===== config.mk =====
export PLATFORM = sky130hd
export DESIGN_NAME = status_change_irq
export DESIGN_NICKNAME = d
export VERILOG_FILES = /design/src/rtl/status_irq_pkg.sv /design/src/rtl/input_sync3.sv /design/src/rtl/status_change_irq.sv
export SDC_FILE = /design/constraint.sdc
export NUM_CORES = 1
export LEC_CHECK = 0
export BUFFER_PORTS_ARGS = -buffer_cell sky130_fd_sc_hd__buf_2
export CAP_MARGIN = 20
export CORE_UTILIZATION = 55
export DETAILED_ROUTE_END_ITERATION = 6
export MAX_ROUTING_LAYER = met4
export PLACE_DENSITY = 0.79
export SYNTH_ARGS = -nofsm -noshare
export SYNTH_HDL_FRONTEND = slang
export SYNTH_SLANG_ARGS = --single-unit
export TNS_END_PERCENT = 100

===== constraint.sdc =====
create_clock -name clk -period 1.7 [get_ports clk]
set_input_delay 0.17 -clock clk [delete_from_list [all_inputs] [get_ports clk]]
set_output_delay 0.17 -clock clk [all_outputs]
set_load 0.05 [all_outputs]

===== src/rtl/status_irq_pkg.sv =====
// constants, field layouts and line carriers for the card status-change interrupt block
//
// Operation
// - a flag whose source is masked off always reads zero.
// - an unmasked source sets its flag, held until software clears it.
// - any set unmasked flag requests an interrupt on the selected route.
// - flags clear on status read or on write of one, picked by clear mode.
// - status bits 7 to 4 always read zero.
// - bit 3 sets when either card detect line changes.
// - memory card: bit 2 sets only on a rising ready edge.
// - I/O card: bits 2 and 1 always read zero.
// - memory card: bit 1 sets on a battery warning condition.
// - memory card: bit 0 sets while the status-change line is asserted.
// - ring indicate enabled: bit 0 shows the ring line state.
// - select field: 0 none, 1 IRQ1, 2 management interrupt, 3 to 15 that IRQ.
// - select zero with diagnostic route set sends status interrupts to PCI.
// - select zero, diagnostic route clear: PCI only when the PCI route bit is set.
// - config bit 3 gates card detect change flag and interrupt.
// - config bit 2 gates the ready rising edge interrupt.
// - config bit 1 gates the battery warning interrupt.
// - config bit 0 gates battery dead or I/O status-change interrupt.
// - status register reads 00h after reset.
// - PCI route bit set sends status interrupts to PCI, else select field routes.
// - card kind 0 is a memory card, 1 an I/O card.
// - ring indicate enable turns bit 0 into ring indicate; off after reset.
`default_nettype none

package status_irq_pkg;

    // ------------------------------------------------------------
    // register map
    // ------------------------------------------------------------
    localparam int SOCKETS = 2;
    localparam logic [7:0] SOCKET_A_BASE = 8'h00;
    localparam logic [7:0] SOCKET_B_BASE = 8'h40;
    localparam logic [7:0] STATUS_OFFSET = 8'h04;
    localparam logic [7:0] CONFIG_OFFSET = 8'h05;
    localparam logic [7:0] STATUS_RESET = 8'h00;
    localparam logic [7:0] CONFIG_RESET = 8'h00;

    // ------------------------------------------------------------
    // field positions
    // ------------------------------------------------------------
    localparam int FLAG_DEAD = 0;
    localparam int FLAG_WARN = 1;
    localparam int FLAG_READY = 2;
    localparam int FLAG_DETECT = 3;
    localparam int SELECT_LSB = 4;
    localparam logic [3:0] SELECT_NONE = 4'h0;
    localparam logic [3:0] SELECT_MGMT = 4'h2;
    localparam logic [3:0] IO_CARD_FLAG_MASK = 4'h9;
    localparam logic [3:0] MEM_CARD_FLAG_MASK = 4'hF;

    // ------------------------------------------------------------
    // carriers
    // ------------------------------------------------------------
    typedef struct packed {
        logic card_detect_a_n;
        logic card_detect_b_n;
        logic ready;
        logic battery_warn;
        logic card_status_line;
    } card_lines_t;

    typedef struct packed {
        logic card_kind;
        logic ring_indicate_enable;
        logic status_to_pci_route;
    } socket_ctl_t;

    typedef struct packed {
        logic [7:0] addr;
        logic wr;
        logic rd;
        logic [7:0] wdata;
    } reg_req_t;

    localparam card_lines_t LINES_RESET = '0;

endpackage : status_irq_pkg

`default_nettype wire


===== src/rtl/input_sync3.sv =====
// three-stage synchroniser with agreement filter for card pins
`default_nettype none

module input_sync3 #(
    parameter int WIDTH = 5
) (
    // clock and reset
    input wire logic clk,
    input wire logic rstn,
    // lines
    input wire logic [WIDTH-1:0] din,
    output logic [WIDTH-1:0] dout
);

    logic [WIDTH-1:0] stage1_reg;
    logic [WIDTH-1:0] stage2_reg;
    logic [WIDTH-1:0] stage3_reg;
    logic [WIDTH-1:0] out_reg;
    logic [WIDTH-1:0] out_next;

    // a bit moves only once stages two and three agree
    always_comb begin
        for (int i = 0; i < WIDTH; i++) begin
            out_next[i] = (stage2_reg[i] == stage3_reg[i]) ? stage3_reg[i] : out_reg[i];
        end
    end

    always_ff @(posedge clk or negedge rstn) begin
        if (!rstn) begin
            stage1_reg <= '0;
            stage2_reg <= '0;
            stage3_reg <= '0;
            out_reg <= '0;
        end else begin
            stage1_reg <= din;
            stage2_reg <= stage1_reg;
            stage3_reg <= stage2_reg;
            out_reg <= out_next;
        end
    end

    assign dout = out_reg;

endmodule : input_sync3

`default_nettype wire


===== src/rtl/status_change_irq.sv =====
// two-socket card status-change flags, masks, register port and interrupt routing
`default_nettype none

module status_change_irq (
    // clock and reset
    input wire logic clk,
    input wire logic rstn,
    // register port
    input wire status_irq_pkg::reg_req_t reg_req,
    output logic [7:0] reg_rdata,
    // card pins, one set per socket
    input wire status_irq_pkg::card_lines_t [1:0] card_lines,
    // control bits held outside this block
    input wire status_irq_pkg::socket_ctl_t [1:0] socket_ctl,
    input wire logic clear_mode_w1c,
    input wire logic diag_status_route,
    // interrupt outputs
    output logic [15:0] isa_irq,
    output logic system_mgmt_irq,
    output logic [1:0] pci_irq
);

    // ------------------------------------------------------------
    // helpers
    // ------------------------------------------------------------
    function automatic logic reg_hit(input logic [7:0] addr, input int sock, input logic [7:0] offset);
        logic [7:0] base;
        base = (sock == 0) ? status_irq_pkg::SOCKET_A_BASE : status_irq_pkg::SOCKET_B_BASE;
        reg_hit = (addr == (base | offset));
    endfunction : reg_hit

    // ------------------------------------------------------------
    // input synchronisation
    // ------------------------------------------------------------
    logic [9:0] lines_sync;
    status_irq_pkg::card_lines_t [1:0] lines_now;

    input_sync3 #(
        .WIDTH(10)
    ) u_sync (
        .clk(clk),
        .rstn(rstn),
        .din(card_lines),
        .dout(lines_sync)
    );

    assign lines_now = lines_sync;

    // ------------------------------------------------------------
    // per-socket state
    // ------------------------------------------------------------
    status_irq_pkg::card_lines_t [1:0] lines_prev_reg;
    status_irq_pkg::card_lines_t [1:0] lines_prev_next;
    logic [3:0] flag_reg [2];
    logic [3:0] flag_next [2];
    logic [7:0] config_reg [2];
    logic [7:0] config_next [2];
    logic [3:0] event_set [2];
    logic [3:0] flag_clear [2];
    logic [3:0] kind_mask [2];

    always_comb begin
        lines_prev_next = lines_now;
        for (int s = 0; s < status_irq_pkg::SOCKETS; s++) begin
            // raw events, before masking
            event_set[s] = '0;
            event_set[s][status_irq_pkg::FLAG_DETECT] =
                (lines_now[s].card_detect_a_n ^ lines_prev_reg[s].card_detect_a_n) |
                (lines_now[s].card_detect_b_n ^ lines_prev_reg[s].card_detect_b_n);
            event_set[s][status_irq_pkg::FLAG_READY] =
                lines_now[s].ready & ~lines_prev_reg[s].ready;
            event_set[s][status_irq_pkg::FLAG_WARN] = lines_now[s].battery_warn;
            event_set[s][status_irq_pkg::FLAG_DEAD] = lines_now[s].card_status_line;
            // mask sources by enable bits
            event_set[s] = event_set[s] & config_reg[s][3:0];
            kind_mask[s] = socket_ctl[s].card_kind ?
                status_irq_pkg::IO_CARD_FLAG_MASK : status_irq_pkg::MEM_CARD_FLAG_MASK;
            // clear on read or on write of one
            flag_clear[s] = '0;
            if (!clear_mode_w1c && reg_req.rd && reg_hit(reg_req.addr, s, status_irq_pkg::STATUS_OFFSET)) begin
                flag_clear[s] = 4'hF;
            end
            if (clear_mode_w1c && reg_req.wr && reg_hit(reg_req.addr, s, status_irq_pkg::STATUS_OFFSET)) begin
                flag_clear[s] = reg_req.wdata[3:0];
            end
            // a new event beats a clear in the same cycle
            flag_next[s] = ((flag_reg[s] & ~flag_clear[s]) | event_set[s]) & config_reg[s][3:0] & kind_mask[s];
            if (socket_ctl[s].ring_indicate_enable) begin
                flag_next[s][status_irq_pkg::FLAG_DEAD] =
                    lines_now[s].card_status_line & config_reg[s][status_irq_pkg::FLAG_DEAD];
            end
            config_next[s] = config_reg[s];
            if (reg_req.wr && reg_hit(reg_req.addr, s, status_irq_pkg::CONFIG_OFFSET)) begin
                config_next[s] = reg_req.wdata;
            end
        end
    end

    always_ff @(posedge clk or negedge rstn) begin
        if (!rstn) begin
            lines_prev_reg <= {status_irq_pkg::LINES_RESET, status_irq_pkg::LINES_RESET};
            for (int s = 0; s < status_irq_pkg::SOCKETS; s++) begin
                flag_reg[s] <= status_irq_pkg::STATUS_RESET[3:0];
                config_reg[s] <= status_irq_pkg::CONFIG_RESET;
            end
        end else begin
            lines_prev_reg <= lines_prev_next;
            for (int s = 0; s < status_irq_pkg::SOCKETS; s++) begin
                flag_reg[s] <= flag_next[s];
                config_reg[s] <= config_next[s];
            end
        end
    end

    // ------------------------------------------------------------
    // register read data
    // ------------------------------------------------------------
    logic [7:0] rdata_reg;
    logic [7:0] rdata_next;

    always_comb begin
        rdata_next = rdata_reg;
        if (reg_req.rd) begin
            rdata_next = 8'h00;
            for (int s = 0; s < status_irq_pkg::SOCKETS; s++) begin
                if (reg_hit(reg_req.addr, s, status_irq_pkg::STATUS_OFFSET)) begin
                    rdata_next = {4'h0, flag_reg[s] & config_reg[s][3:0] & kind_mask[s]};
                end
                if (reg_hit(reg_req.addr, s, status_irq_pkg::CONFIG_OFFSET)) begin
                    rdata_next = config_reg[s];
                end
            end
        end
    end

    always_ff @(posedge clk or negedge rstn) begin
        if (!rstn) begin
            rdata_reg <= 8'h00;
        end else begin
            rdata_reg <= rdata_next;
        end
    end

    assign reg_rdata = rdata_reg;

    // ------------------------------------------------------------
    // interrupt routing
    // ------------------------------------------------------------
    logic [15:0] isa_reg;
    logic [15:0] isa_next;
    logic mgmt_reg;
    logic mgmt_next;
    logic [1:0] pci_reg;
    logic [1:0] pci_next;
    logic [1:0] pending;
    logic [3:0] select [2];

    always_comb begin
        isa_next = '0;
        mgmt_next = 1'b0;
        pci_next = '0;
        for (int s = 0; s < status_irq_pkg::SOCKETS; s++) begin
            pending[s] = |flag_reg[s];
            select[s] = config_reg[s][status_irq_pkg::SELECT_LSB +: 4];
            if (socket_ctl[s].status_to_pci_route) begin
                pci_next[s] = pending[s];
            end else if (select[s] == status_irq_pkg::SELECT_NONE) begin
                pci_next[s] = pending[s] & diag_status_route;
            end else if (select[s] == status_irq_pkg::SELECT_MGMT) begin
                mgmt_next = mgmt_next | pending[s];
            end else begin
                isa_next[select[s]] = isa_next[select[s]] | pending[s];
            end
        end
    end

    always_ff @(posedge clk or negedge rstn) begin
        if (!rstn) begin
            isa_reg <= '0;
            mgmt_reg <= 1'b0;
            pci_reg <= '0;
        end else begin
            isa_reg <= isa_next;
            mgmt_reg <= mgmt_next;
            pci_reg <= pci_next;
        end
    end

    assign isa_irq = isa_reg;
    assign system_mgmt_irq = mgmt_reg;
    assign pci_irq = pci_reg;

    genvar g;
    generate
        for (g = 0; g < 2; g++) begin : g_chk

        end
    endgenerate
endmodule : status_change_irq

`default_nettype wire


==> impl_metrics.sql, run 1 <==
INSERT INTO impl_metrics (metric_group, metric, value, unit) VALUES
('sta', 'max_clock_freq', '628', 'MHz'),
('floorplanning', 'floorplan.rows', '29', ''),
('yosys', 'yosysTopAreaCell', 'sky130_fd_sc_hd__dfrtp_1', ''),
('floorplanning', 'initial_utilization', '57.5', '%'),
('drt', 'vias', '2547', ''),
('layout', 'postLayoutCellArea', '0.00456', 'mm^2'),
('placement', 'placement.io_buffers', '64', ''),
('yosys', 'synth.yosys.seq_area_share', '65.7', '%'),
('global_route', 'first_global_vias', '2584', ''),
('sta', 'fin_worst_skew', '17.6', 'ps'),
('critical_path', 'critical_path.endpoint_type', 'flop', ''),
('yosys', 'synth_top_cells_by_area', 'sky130_fd_sc_hd__dfrtp_1 (66%), sky130_fd_sc_hd__mux2_2 (5.2%), sky130_fd_sc_hd__o22ai_1 (3.4%), sky130_fd_sc_hd__maj3_1 (2.7%), sky130_fd_sc_hd__nand2_1 (2.3%)', ''),
('drt', 'vias_per_cell', '5.56', ''),
('cts', 'worst_skew_pair.late_latency', '370', 'ps'),
('cts', 'cts.sink_count', '97', ''),
('drt', 'drt-wirelength-per-cell', '16.1', 'um'),
('drt', 'drtPass1Iterations', '7', ''),
('global_route', 'aggregate_global_routing_overflow', '0', ''),
('power', 'vdd.ir_drop.worst', '1.04', 'mV'),
('floorplanning', 'die_h', '84.0', 'um'),
('power', 'power.leakage', '2.17', 'nW'),
('global_route', 'met2_global_route_usage', '36.9', '%'),
('floorplanning', 'core', '0.00642', 'mm^2'),
('min_path', 'hold_path_class', 'input pin to flop', ''),
('yosys', 'ys_async_sr_fraction', '100', '%'),
('global_route', 'antenna_found_initial', '0', ''),
('yosys', 'synth.cell_area', '0.00370', 'mm^2'),
('floorplanning', 'floorplan.die_area', '0.00705', 'mm^2'),
('critical_path', 'critPathLaunchType', 'flop', ''),
('yosys', 'synth.avg_cell_area', '13.1', 'um^2'),
('sta', 'final-setup-viol-count', '0', ''),
('layout', 'post_route_cells_drive_above_1_share', '31.8', '%'),
('global_route', 'grt-busiest-layer', 'met2', ''),
('yosys', 'ys_ff_latch', '97', ''),
('sta', 'final_hold_viol_count', '0', ''),
('cts', 'cts_tree', 'yes', ''),
('sta', 'max_slew.worst_pin.slew', '600', 'ps'),
('critical_path', 'timing.setup.critical_path_class', 'flop to flop', ''),
('critical_path', 'arrival', '1850', 'ps'),
('yosys', 'synth_edf_count', '0', ''),
('cts', 'clock_root_buffer', 'sky130_fd_sc_hd__clkbuf_8', ''),
('cts', 'cts_max_path_buffers', '2', ''),
('sta', 'fin_setup_tns', '0', 'ps'),
('drt', 'first_iter_violations', '188', ''),
('placement', 'place_hpwl', '5170', 'um'),
('yosys', 'synthDominantCellAreaShare', '65.7', '%'),
('floorplanning', 'num_io_pins', '65', ''),
('power', 'pwr_density_cell', '961', 'mW/mm^2'),
('sta', 'max_transition_viols_final', '0', ''),
('global_route', 'grt_pass1_wl', '12400', 'um'),
('cts', 'cts_buffers', '9', ''),
('drt', 'drc_errors', '14', ''),
('yosys', 'synthFlopType', 'sky130_fd_sc_hd__dfrtp_1', ''),
('critical_path', 'critPathMaxFanout', '14', ''),
('placement', 'placedInstanceArea', '0.00421', 'mm^2'),
('yosys', 'synth.most_common_cell', 'sky130_fd_sc_hd__dfrtp_1', ''),
('yosys', 'yosys-top-cells-count', 'sky130_fd_sc_hd__dfrtp_1 (97), sky130_fd_sc_hd__nand2_1 (23), sky130_fd_sc_hd__o22ai_1 (20)', ''),
('cts', 'cts.reportedPaths.clkPinSlew', '110', 'ps'),
('run_status', 'result_of_the_run', 'complete, but fails checks', ''),
('drt', 'routed_wl', '7350', 'um'),
('floorplanning', 'fp.dieW', '84.0', 'um'),
('flow_run', 'cap_viol_max_count', '0', ''),
('global_route', 'groute.layer.met3.usage', '4.95', '%'),
('drt', 'antenna_violating_nets_post_route', '0', ''),
('layout', 'layout.nets', '414', ''),
('run_status', 'failed_checks', 'DRC', ''),
('layout', 'syn_to_final_growth', '23.5', '%'),
('sta', 'post-route-period-util', '93.7', '%'),
('yosys', 'yosysWarnings', '0', ''),
('yosys', 'ys_types', '43', ''),
('critical_path', 'cp_data_required_time', '1950', 'ps'),
('layout', 'final_antenna_diode_count', '0', ''),
('global_route', 'total_global_route_track_usage', '24.0', '%'),
('sta', 'fin_crit', '1590', 'ps'),
('placement', 'global_placement_routability_congestion', '0.847', ''),
('global_route', 'grt_use_met1', '30.6', '%'),
('cts', 'htree_levels', '3', ''),
('yosys', 'syn_inst', '282', ''),
('layout', 'finish.utilization', '71.1', '%'),
('cts', 'cts_post_setup_buffers_inserted', '0', ''),
('global_route', 'grt_start_max_net_pins', '45', ''),
('sta', 'slew_headroom', '59.9', '%');
[worst paths after layout]
kind | start | endpoint | slack (ps) | cells past startpoint
min in group asynchronous | rstn | u_sync.stage1_reg[9] | 330 | 2
setup reg to reg | flag_reg[6] | isa_irq[4] | 110 | 6
hold / removal | socket_ctl[5] | flag_reg[2] | 50 | 4
hold reg to reg | u_sync.stage1_reg[9] | u_sync.stage2_reg[9] | 360 | 0
setup / recovery | flag_reg[6] | isa_irq[4] | 110 | 6
max in group asynchronous | rstn | flag_reg[3] | 830 | 3
[metal layers]
metal,vias to the layer above,part of all wire (%)
li1,1197,-
met1,1215,44
met2,111,47
met3,24,5.3
met4,0,3.4
met5,-,0
[critical path: stages, from the launching register on]
cell	delay, ps
sky130_fd_sc_hd__dfrtp_1	440
sky130_fd_sc_hd__nor4_2	320
sky130_fd_sc_hd__buf_4	170
sky130_fd_sc_hd__nor3_1	60
sky130_fd_sc_hd__a31oi_2	170
sky130_fd_sc_hd__buf_4	210
sky130_fd_sc_hd__o22ai_1	100
[report_power, final]
group          total (W)  internal, W  switching (W)
registers        0.00248      0.00241      0.0000709
logic           0.000388     0.000176       0.000212
clock network    0.00152     0.000601       0.000918
total            0.00439      0.00319        0.00120
[layout by cell type, fill, tap and decap left out, drive strengths merged]
master       netlist  routed
or4bb              1       1
nand2             23      23
or4                1       1
o31ai              2       2
dfrtp             97      97
nand4              1       1
and2               1       1
clkinv             0       4
nor4b              1       1
nor3b              2       2
nor4               5       5
and3               1       1
a21o               1       1
o41ai              2       2
and3b              1       1
inv               14      17
clkbuf             4       9
maj3              10      10
dlygate4sd3        0      13
nor2b              6       6
xnor2              5       5
o2111ai            1       1
o311a              1       1
nand2b             3       3
nand3              8       8
nand4b             2       2
o21ai              6       6
nor2               9       9
nor3               3       3
or3                1       1
a21oi              4       4
mux2              20      20
a211oi             1       1
o22ai             20      20
a31oi              9       9
conb               1       2
mux2i              4       4
nand3b             3       3
a2111oi            1       1
buf                7      80
[timing repair]
action / 4_1_cts / 5_1_grt
endpoints found under the setup margin: 0 / 1
hold buffers: 13 / 0
resized for setup: 0 / 1
endpoints found under the hold margin: 54 / 0
[per-stage QoR]
step / total power, W / instances / setup WS, ps / hold WS, ps
global placement: 0.00287 / 429 / 135 / 197
global route: 0.00457 / 458 / -9.55 / 53.9
finish: 0.00439 / 458 / 107 / 45.4
detailed placement: 0.00289 / 429 / 44.6 / 208
floorplan: 0.00269 / 283 / 200 / -126
CTS: 0.00443 / 458 / 90.4 / 28.7
[final cells by class]
class                   instances  area (um^2)
multi-input cells             161         1170
well taps                      77         96.3
fillers                       449         1860
clock buffers                   9          124
flip-flops and latches         97         2430
repair buffers                 93          598
clock inverters                 7         93.8
inverters                      14         52.6
[logic make-up after synthesis]
family | share of synthesized area [%]
and+or+nand+nor | 11.5
xor gates and xnor gates | 1.18
buffers and inverters | 2.91
muxes | 7.48
adders and majority gates | 2.71
AOI/OAI and AO/OA | 8.46
other | 0.101
DFF | 65.7
(Power assumes the default switching activity.)
==> inputs of run 2 (changes only) <==
==> constraint.sdc (replaced) <==
create_clock -name clk -period 1.7 [get_ports clk]
set_input_delay 0.51 -clock clk [delete_from_list [all_inputs] [get_ports clk]]
set_output_delay 0.51 -clock clk [all_outputs]
set_load 0.05 [all_outputs]
==> impl_metrics.sql, run 2 (synthesized netlist as in run 1, its figures left out) <==
INSERT INTO impl_metrics (metric_group, metric, value, unit) VALUES
('cts', 'cts.sink_count', '97', ''),
('cts', 'cts_tree', 'yes', ''),
('cts', 'cts_post_setup_buffers_inserted', '0', ''),
('floorplanning', 'initial_utilization', '57.5', '%'),
('layout', 'mostFrequentLayoutCell', 'sky130_fd_sc_hd__dfrtp_1', ''),
('power', 'pwr_density_cell', '968', 'mW/mm^2'),
('drt', 'drtPass1Iterations', '7', ''),
('sta', 'max_slew.worst_pin.slew', '528', 'ps'),
('global_route', 'antenna_found_initial', '0', ''),
('layout', 'final_cell_mix', 'sky130_fd_sc_hd__dfrtp_1 (97), sky130_fd_sc_hd__buf_2 (63), sky130_fd_sc_hd__nand2_1 (23), sky130_fd_sc_hd__o22ai_1 (20), sky130_fd_sc_hd__buf_4 (19)', ''),
('cts', 'cts_buffers', '9', ''),
('cts', 'htree_levels', '3', ''),
('critical_path', 'cp_data_required_time', '1930', 'ps'),
('global_route', 'total_global_route_track_usage', '23.7', '%'),
('sta', 'final_hold_viol_count', '0', ''),
('sta', 'post-route-period-util', '94.1', '%'),
('critical_path', 'critPathLaunchType', 'flop', ''),
('floorplanning', 'fp.dieW', '84.0', 'um'),
('power', 'switching_power', '0.00115', 'W'),
('sta', 'grt_setup_unrepaired', 'false', ''),
('layout', 'finish.utilization', '69.1', '%'),
('critical_path', 'arrival', '1830', 'ps'),
('sta', 'max_transition_viols_final', '0', ''),
('cts', 'clock_root_buffer', 'sky130_fd_sc_hd__clkbuf_8', ''),
('floorplanning', 'num_io_pins', '65', ''),
('critical_path', 'timing.setup.critical_path_class', 'flop to flop', ''),
('global_route', 'grt_pass1_wl', '12100', 'um'),
('floorplanning', 'die_h', '84.0', 'um'),
('global_route', 'aggregate_global_routing_overflow', '0', ''),
('sta', 'max_clock_freq', '625', 'MHz'),
('layout', 'postLayoutCellArea', '0.00444', 'mm^2'),
('power', 'p_int', '0.00315', 'W'),
('global_route', 'grt_start_max_net_pins', '65', ''),
('placement', 'placedInstanceArea', '0.00424', 'mm^2'),
('drt', 'drt-wirelength-per-cell', '16.2', 'um'),
('power', 'power.leakage', '2.12', 'nW'),
('flow_run', 'cap_viol_max_count', '0', ''),
('layout', 'multi_input_comb_area', '0.00117', 'mm^2'),
('layout', 'post_route_cells_drive_above_1_share', '33.3', '%'),
('run_status', 'result_of_the_run', 'complete, but fails checks', ''),
('floorplanning', 'core', '0.00642', 'mm^2'),
('placement', 'global_placement_routability_congestion', '0.816', ''),
('sta', 'slew_headroom', '64.7', '%'),
('drt', 'routed_wl', '7290', 'um'),
('layout', 'final_antenna_diode_count', '0', ''),
('power', 'switching_part_of_the_total', '26.8', '%'),
('cts', 'cts.reportedPaths.clkPinSlew', '100', 'ps'),
('layout', 'n_fill_cell', '483', ''),
('sta', 'final.hold.worst_slack', '88.3', 'ps'),
('sta', 'fin_crit', '1600', 'ps'),
('drt', 'drc_errors', '14', ''),
('placement', 'place_hpwl', '5260', 'um'),
('power', 'comb_power_share', '8.6', '%'),
('cts', 'worst_skew_pair.late_latency', '370', 'ps'),
('sta', 'fin_worst_skew', '13.9', 'ps'),
('run_status', 'failed_checks', 'DRC', ''),
('critical_path', 'critical_path.endpoint_type', 'flop', ''),
('layout', 'sequential_cell_area', '0.00243', 'mm^2'),
('placement', 'pre_cts_slack', '-236', 'ps'),
('floorplanning', 'floorplan.die_area', '0.00705', 'mm^2'),
('drt', 'antenna_violating_nets_post_route', '0', ''),
('power', 'power_frac_seq', '57.7', '%'),
('cts', 'cts_max_path_buffers', '2', ''),
('drt', 'vias', '2486', ''),
('min_path', 'hold_path_class', 'input pin to async pin', ''),
('layout', 'syn_to_final_growth', '20.1', '%'),
('sta', 'fin_setup_tns', '0', 'ps'),
('layout', 'layout.nets', '405', ''),
('global_route', 'first_global_vias', '2390', ''),
('floorplanning', 'floorplan.rows', '29', ''),
('drt', 'vias_per_cell', '5.54', ''),
('critical_path', 'critPathMaxFanout', '14', ''),
('placement', 'placement.io_buffers', '64', ''),
('drt', 'first_iter_violations', '206', ''),
('power', 'vdd.ir_drop.worst', '0.727', 'mV'),
('power', 'pwr-share-clk', '33.7', '%'),
('sta', 'final-setup-viol-count', '0', ''),
('sta', 'timing.final.ws_setup', '100', 'ps');
-- run 2: changes by cell type in the layout (fill, tap and decap cells not counted), sizes merged --
cell / previous run / this run
clkinvlp: 0 / 1
clkinv: 4 / 3
dlygate4sd3: 13 / 0
buf: 80 / 84
-- run 2: timing repair --
| item | in CTS | in global routing |
|---|---|---|
| endpoints found under the setup margin | 0 | 1 |
| hold buffers | 0 | 0 |
| gates resized for setup | 0 | 1 |
-- run 2: worst paths after layout --
check	start	to	slack, ps	cells after the start
max	flag_reg[6]	isa_irq[8]	100	6
min	rstn	u_sync.stage3_reg[9]	90	2
max reg2reg	flag_reg[6]	isa_irq[8]	100	6
min reg2reg	u_sync.stage1_reg[0]	u_sync.stage2_reg[0]	350	0
max in group asynchronous	rstn	flag_reg[2]	1290	2
min in group clk	card_lines[6]	u_sync.stage1_reg[6]	240	1
-- run 2: stage by stage --
step | power [W] | std cells
4_1_cts | 0.00434 | 449
3_5_place_dp | 0.00290 | 433
6_report | 0.00430 | 449
3_3_place_gp | 0.00288 | 433
5_1_grt | 0.00448 | 449
2_1_floorplan | 0.00269 | 283
-- run 2: layer usage --
metal	global-route usage (%)	wire (um)
met1	32.0	3310
met2	35.8	3560
met3	6.63	338
met4	6.11	86
met5	-	0
-- run 2: worst max-delay path: stages (launching register included) --
cell and delay (ps):
sky130_fd_sc_hd__dfrtp_1 430, sky130_fd_sc_hd__nor4_1 310, sky130_fd_sc_hd__buf_4 170, sky130_fd_sc_hd__nor3_1 70
sky130_fd_sc_hd__a31oi_2 170, sky130_fd_sc_hd__buf_4 210, sky130_fd_sc_hd__o22ai_1 110
-- run 2: layout make-up --
| cell class | count | area share, % |
|---|---|---|
| Sequential cell | 97 | 54.7 |
| Multi-Input combinational cell | 161 | 26.3 |
| Timing Repair Buffer | 84 | 11.2 |
| Clock buffer | 9 | 2.79 |
| Tap cell | 77 | 2.17 |
| Clock inverter | 7 | 1.69 |
| Inverter | 14 | 1.18 |
-- run 2: power groups by stage --
stage | sequential [W] | combinational (W) | clock [W]
5_1_grt | 0.00249 | 0.000406 | 0.00158
3_5_place_dp | 0.00253 | 0.000371 | 0
3_3_place_gp | 0.00252 | 0.000364 | 0
6_report | 0.00248 | 0.000370 | 0.00145
2_1_floorplan | 0.00252 | 0.000169 | 0
4_1_cts | 0.00248 | 0.000374 | 0.00149
==> inputs of run 3 (changes only) <==
GPL_TIMING_DRIVEN = 0   (was unset)
==> impl_metrics.sql, run 3 (synthesized netlist as in run 1, its figures left out) <==
INSERT INTO impl_metrics (metric_group, metric, value, unit) VALUES
('power', 'comb_power_share', '8.2', '%'),
('global_route', 'aggregate_global_routing_overflow', '0', ''),
('power', 'power.leakage', '2.09', 'nW'),
('critical_path', 'critical_path.endpoint_type', 'flop', ''),
('drt', 'drtPass1Iterations', '6', ''),
('sta', 'max_transition_viols_final', '0', ''),
('placement', 'place_hpwl', '4880', 'um'),
('drt', 'vias', '2483', ''),
('floorplanning', 'fp.dieW', '84.0', 'um'),
('power', 'switching_power', '0.00118', 'W'),
('layout', 'post_route_cells_drive_above_1_share', '31.3', '%'),
('global_route', 'grt_start_max_net_pins', '59', ''),
('cts', 'ctsHoldBuffers', '0', ''),
('power', 'pwr_density_cell', '987', 'mW/mm^2'),
('global_route', 'first_global_vias', '2388', ''),
('global_route', 'grt_pass1_wl', '11700', 'um'),
('drt', 'drc_errors', '14', ''),
('critical_path', 'cp_data_required_time', '1970', 'ps'),
('layout', 'syn_to_final_growth', '19.0', '%'),
('sta', 'timing.final.ws_setup', '92.3', 'ps'),
('placement', 'placement.io_buffers', '63', ''),
('global_route', 'grt_use_met1', '29.0', '%'),
('floorplanning', 'core', '0.00642', 'mm^2'),
('sta', 'final-setup-viol-count', '0', ''),
('placement', 'global_placement_routability_congestion', '0.934', ''),
('critical_path', 'worst_path_cell_with_the_longest_stage_delay', 'sky130_fd_sc_hd__mux2_4', ''),
('critical_path', 'timing.setup.critical_path_class', 'input pin to flop', ''),
('cts', 'cts.reportedPaths.clkPinSlew', '100', 'ps'),
('critical_path', 'cell_by_cell_trace_of_the_critical_path', 'buf_2 -> nor4b_4 -> and2_1 -> buf_6 -> nand4_4 -> mux2_4', ''),
('drt', 'vias_per_cell', '5.63', ''),
('sta', 'grt_setup_unrepaired', 'false', ''),
('sta', 'fin_crit', '1610', 'ps'),
('critical_path', 'arrival', '1870', 'ps'),
('sta', 'max_clock_freq', '622', 'MHz'),
('layout', 'final_cell_mix', 'sky130_fd_sc_hd__dfrtp_1 (97), sky130_fd_sc_hd__buf_2 (66), sky130_fd_sc_hd__nand2_1 (23), sky130_fd_sc_hd__o22ai_1 (20), sky130_fd_sc_hd__mux2_2 (17)', ''),
('global_route', 'met2_global_route_usage', '34.7', '%'),
('floorplanning', 'floorplan.die_area', '0.00705', 'mm^2'),
('floorplanning', 'num_io_pins', '65', ''),
('cts', 'cts_max_path_buffers', '2', ''),
('floorplanning', 'floorplan.rows', '29', ''),
('global_route', 'total_global_route_track_usage', '22.7', '%'),
('cts', 'cts.sink_count', '97', ''),
('cts', 'cts_tree', 'yes', ''),
('cts', 'clock_root_buffer', 'sky130_fd_sc_hd__clkbuf_8', ''),
('critical_path', 'critPathLaunchType', 'input pin', ''),
('sta', 'fin_setup_tns', '0', 'ps'),
('power', 'pwr-share-clk', '34.9', '%'),
('floorplanning', 'die_h', '84.0', 'um'),
('run_status', 'failed_checks', 'DRC', ''),
('global_route', 'grt-busiest-layer', 'met2', ''),
('critical_path', 'slowest_delay', '370', 'ps'),
('sta', 'fin_worst_skew', '11.8', 'ps'),
('layout', 'layout.nets', '397', ''),
('cts', 'htree_levels', '3', ''),
('global_route', 'antenna_found_initial', '0', ''),
('drt', 'drt-wirelength-per-cell', '16.0', 'um'),
('drt', 'antenna_violating_nets_post_route', '0', ''),
('power', 'power_frac_seq', '56.9', '%'),
('critical_path', 'worst-r2r-setup-slack', '100', 'ps'),
('drt', 'first_iter_violations', '260', ''),
('layout', 'final_antenna_diode_count', '0', ''),
('min_path', 'hold_path_class', 'input pin to async pin', ''),
('power', 'vdd.ir_drop.worst', '0.891', 'mV'),
('drt', 'routed_wl', '7060', 'um'),
('critical_path', 'critical_path.reg2reg.startpoint', 'config_reg[6]', ''),
('floorplanning', 'initial_utilization', '57.5', '%'),
('power', 'switching_part_of_the_total', '27.3', '%'),
('run_status', 'result_of_the_run', 'complete, but fails checks', ''),
('cts', 'cts_buffers', '9', ''),
('sta', 'post-route-period-util', '94.6', '%'),
('sta', 'max_slew.worst_pin.slew', '551', 'ps'),
('critical_path', 'critPathMaxFanout', '8', ''),
('power', 'p_int', '0.00316', 'W'),
('sta', 'final_hold_viol_count', '0', ''),
('critical_path', 'timing.rr.end', 'isa_irq[1]', ''),
('flow_run', 'cap_viol_max_count', '0', ''),
('global_route', 'groute.layer.met3.usage', '4.75', '%'),
('sta', 'final.hold.worst_slack', '102', 'ps'),
('cts', 'worst_skew_pair.late_latency', '380', 'ps'),
('critical_path', 'r2r_cells', '6', ''),
('layout', 'mostFrequentLayoutCell', 'sky130_fd_sc_hd__dfrtp_1', ''),
('layout', 'n_fill_cell', '478', ''),
('placement', 'pre_cts_slack', '-374', 'ps'),
('sta', 'slew_headroom', '63.2', '%');
run 3: cell count changes in the layout (fill, tap and decap cells not counted), moves of 2 or more:
| cell | change |
|---|---|
| sky130_fd_sc_hd__buf_12 | -2 |
| sky130_fd_sc_hd__buf_2 | +3 |
| sky130_fd_sc_hd__buf_4 | -16 |
| sky130_fd_sc_hd__clkbuf_1 | +4 |
| sky130_fd_sc_hd__clkinv_8 | +2 |
| sky130_fd_sc_hd__nor4_1 | -2 |
run 3: cell type report:
cell class,instances,area [um^2],share of cell area (%)
Clock buffer,9,124,2.82
Multi-Input combinational cell,161,1190,27.1
Inverter,14,52.6,1.20
Clock inverter,7,93.8,2.13
Timing Repair Buffer,65,353,8.03
Tap cell,77,96.3,2.19
Buffer,11,57.6,1.31
Sequential cell,97,2430,55.2
run 3: worst max path at each step:
| stage | endpoint | slack (ps) | cells after the start | startpoint |
|---|---|---|---|---|
| after global placement | isa_irq[2] | -720 | 1 | rstn |
| after global routing | config_reg[2] | 10 | 6 | reg_req[11] |
| after CTS | reg_rdata[3] | 40 | 5 | reg_req[11] |
| after floorplan | config_reg[2] | 9 | 5 | reg_req[11] |
| final | config_reg[2] | 90 | 6 | reg_req[11] |
| after detailed placement | reg_rdata[3] | -370 | 5 | reg_req[11] |
run 3: power groups by stage:
| stage | Combinational [W] | Sequential, W | Clock [W] |
|---|---|---|---|
| 5_1_grt | 0.000393 | 0.00249 | 0.00164 |
| 6_report | 0.000354 | 0.00247 | 0.00152 |
| 2_1_floorplan | 0.000169 | 0.00252 | 0 |
| 3_5_place_dp | 0.000345 | 0.00252 | 0 |
| 4_1_cts | 0.000353 | 0.00247 | 0.00154 |
| 3_3_place_gp | 0.000329 | 0.00251 | 0 |
run 3: metrics by stage:
| step | cells | cell area [um^2] | util (%) | power, W |
|---|---|---|---|---|
| 6_report | 441 | 4400 | 68.5 | 0.00434 |
| 5_1_grt | 441 | 4400 | 68.5 | 0.00452 |
| 4_1_cts | 441 | 4380 | 68.2 | 0.00437 |
| 3_5_place_dp | 424 | 4140 | 64.5 | 0.00286 |
| 3_3_place_gp | 423 | 4110 | 64.0 | 0.00284 |
| 2_1_floorplan | 283 | 3700 | - | 0.00269 |
run 3: repair_timing:
action                     CTS  global route
gates resized for setup      2             5
pin swaps                    1             0
setup endpoints to repair   10            11
buffers inserted             1             0
run 3: worst max-delay path, delay by kind of cell:
kind                   cells  cell delay (ps)
buffers and inverters      2              260
multiplexers               1              370
AND/OR/NAND/NOR            3              730
run 3: per-layer routing:
layer  wire (um)  vias to the layer above
li1            -                     1158
met1        3050                     1221
met2        3440                       87
met3         424                       17
met4         142                        0
met5           0                        -
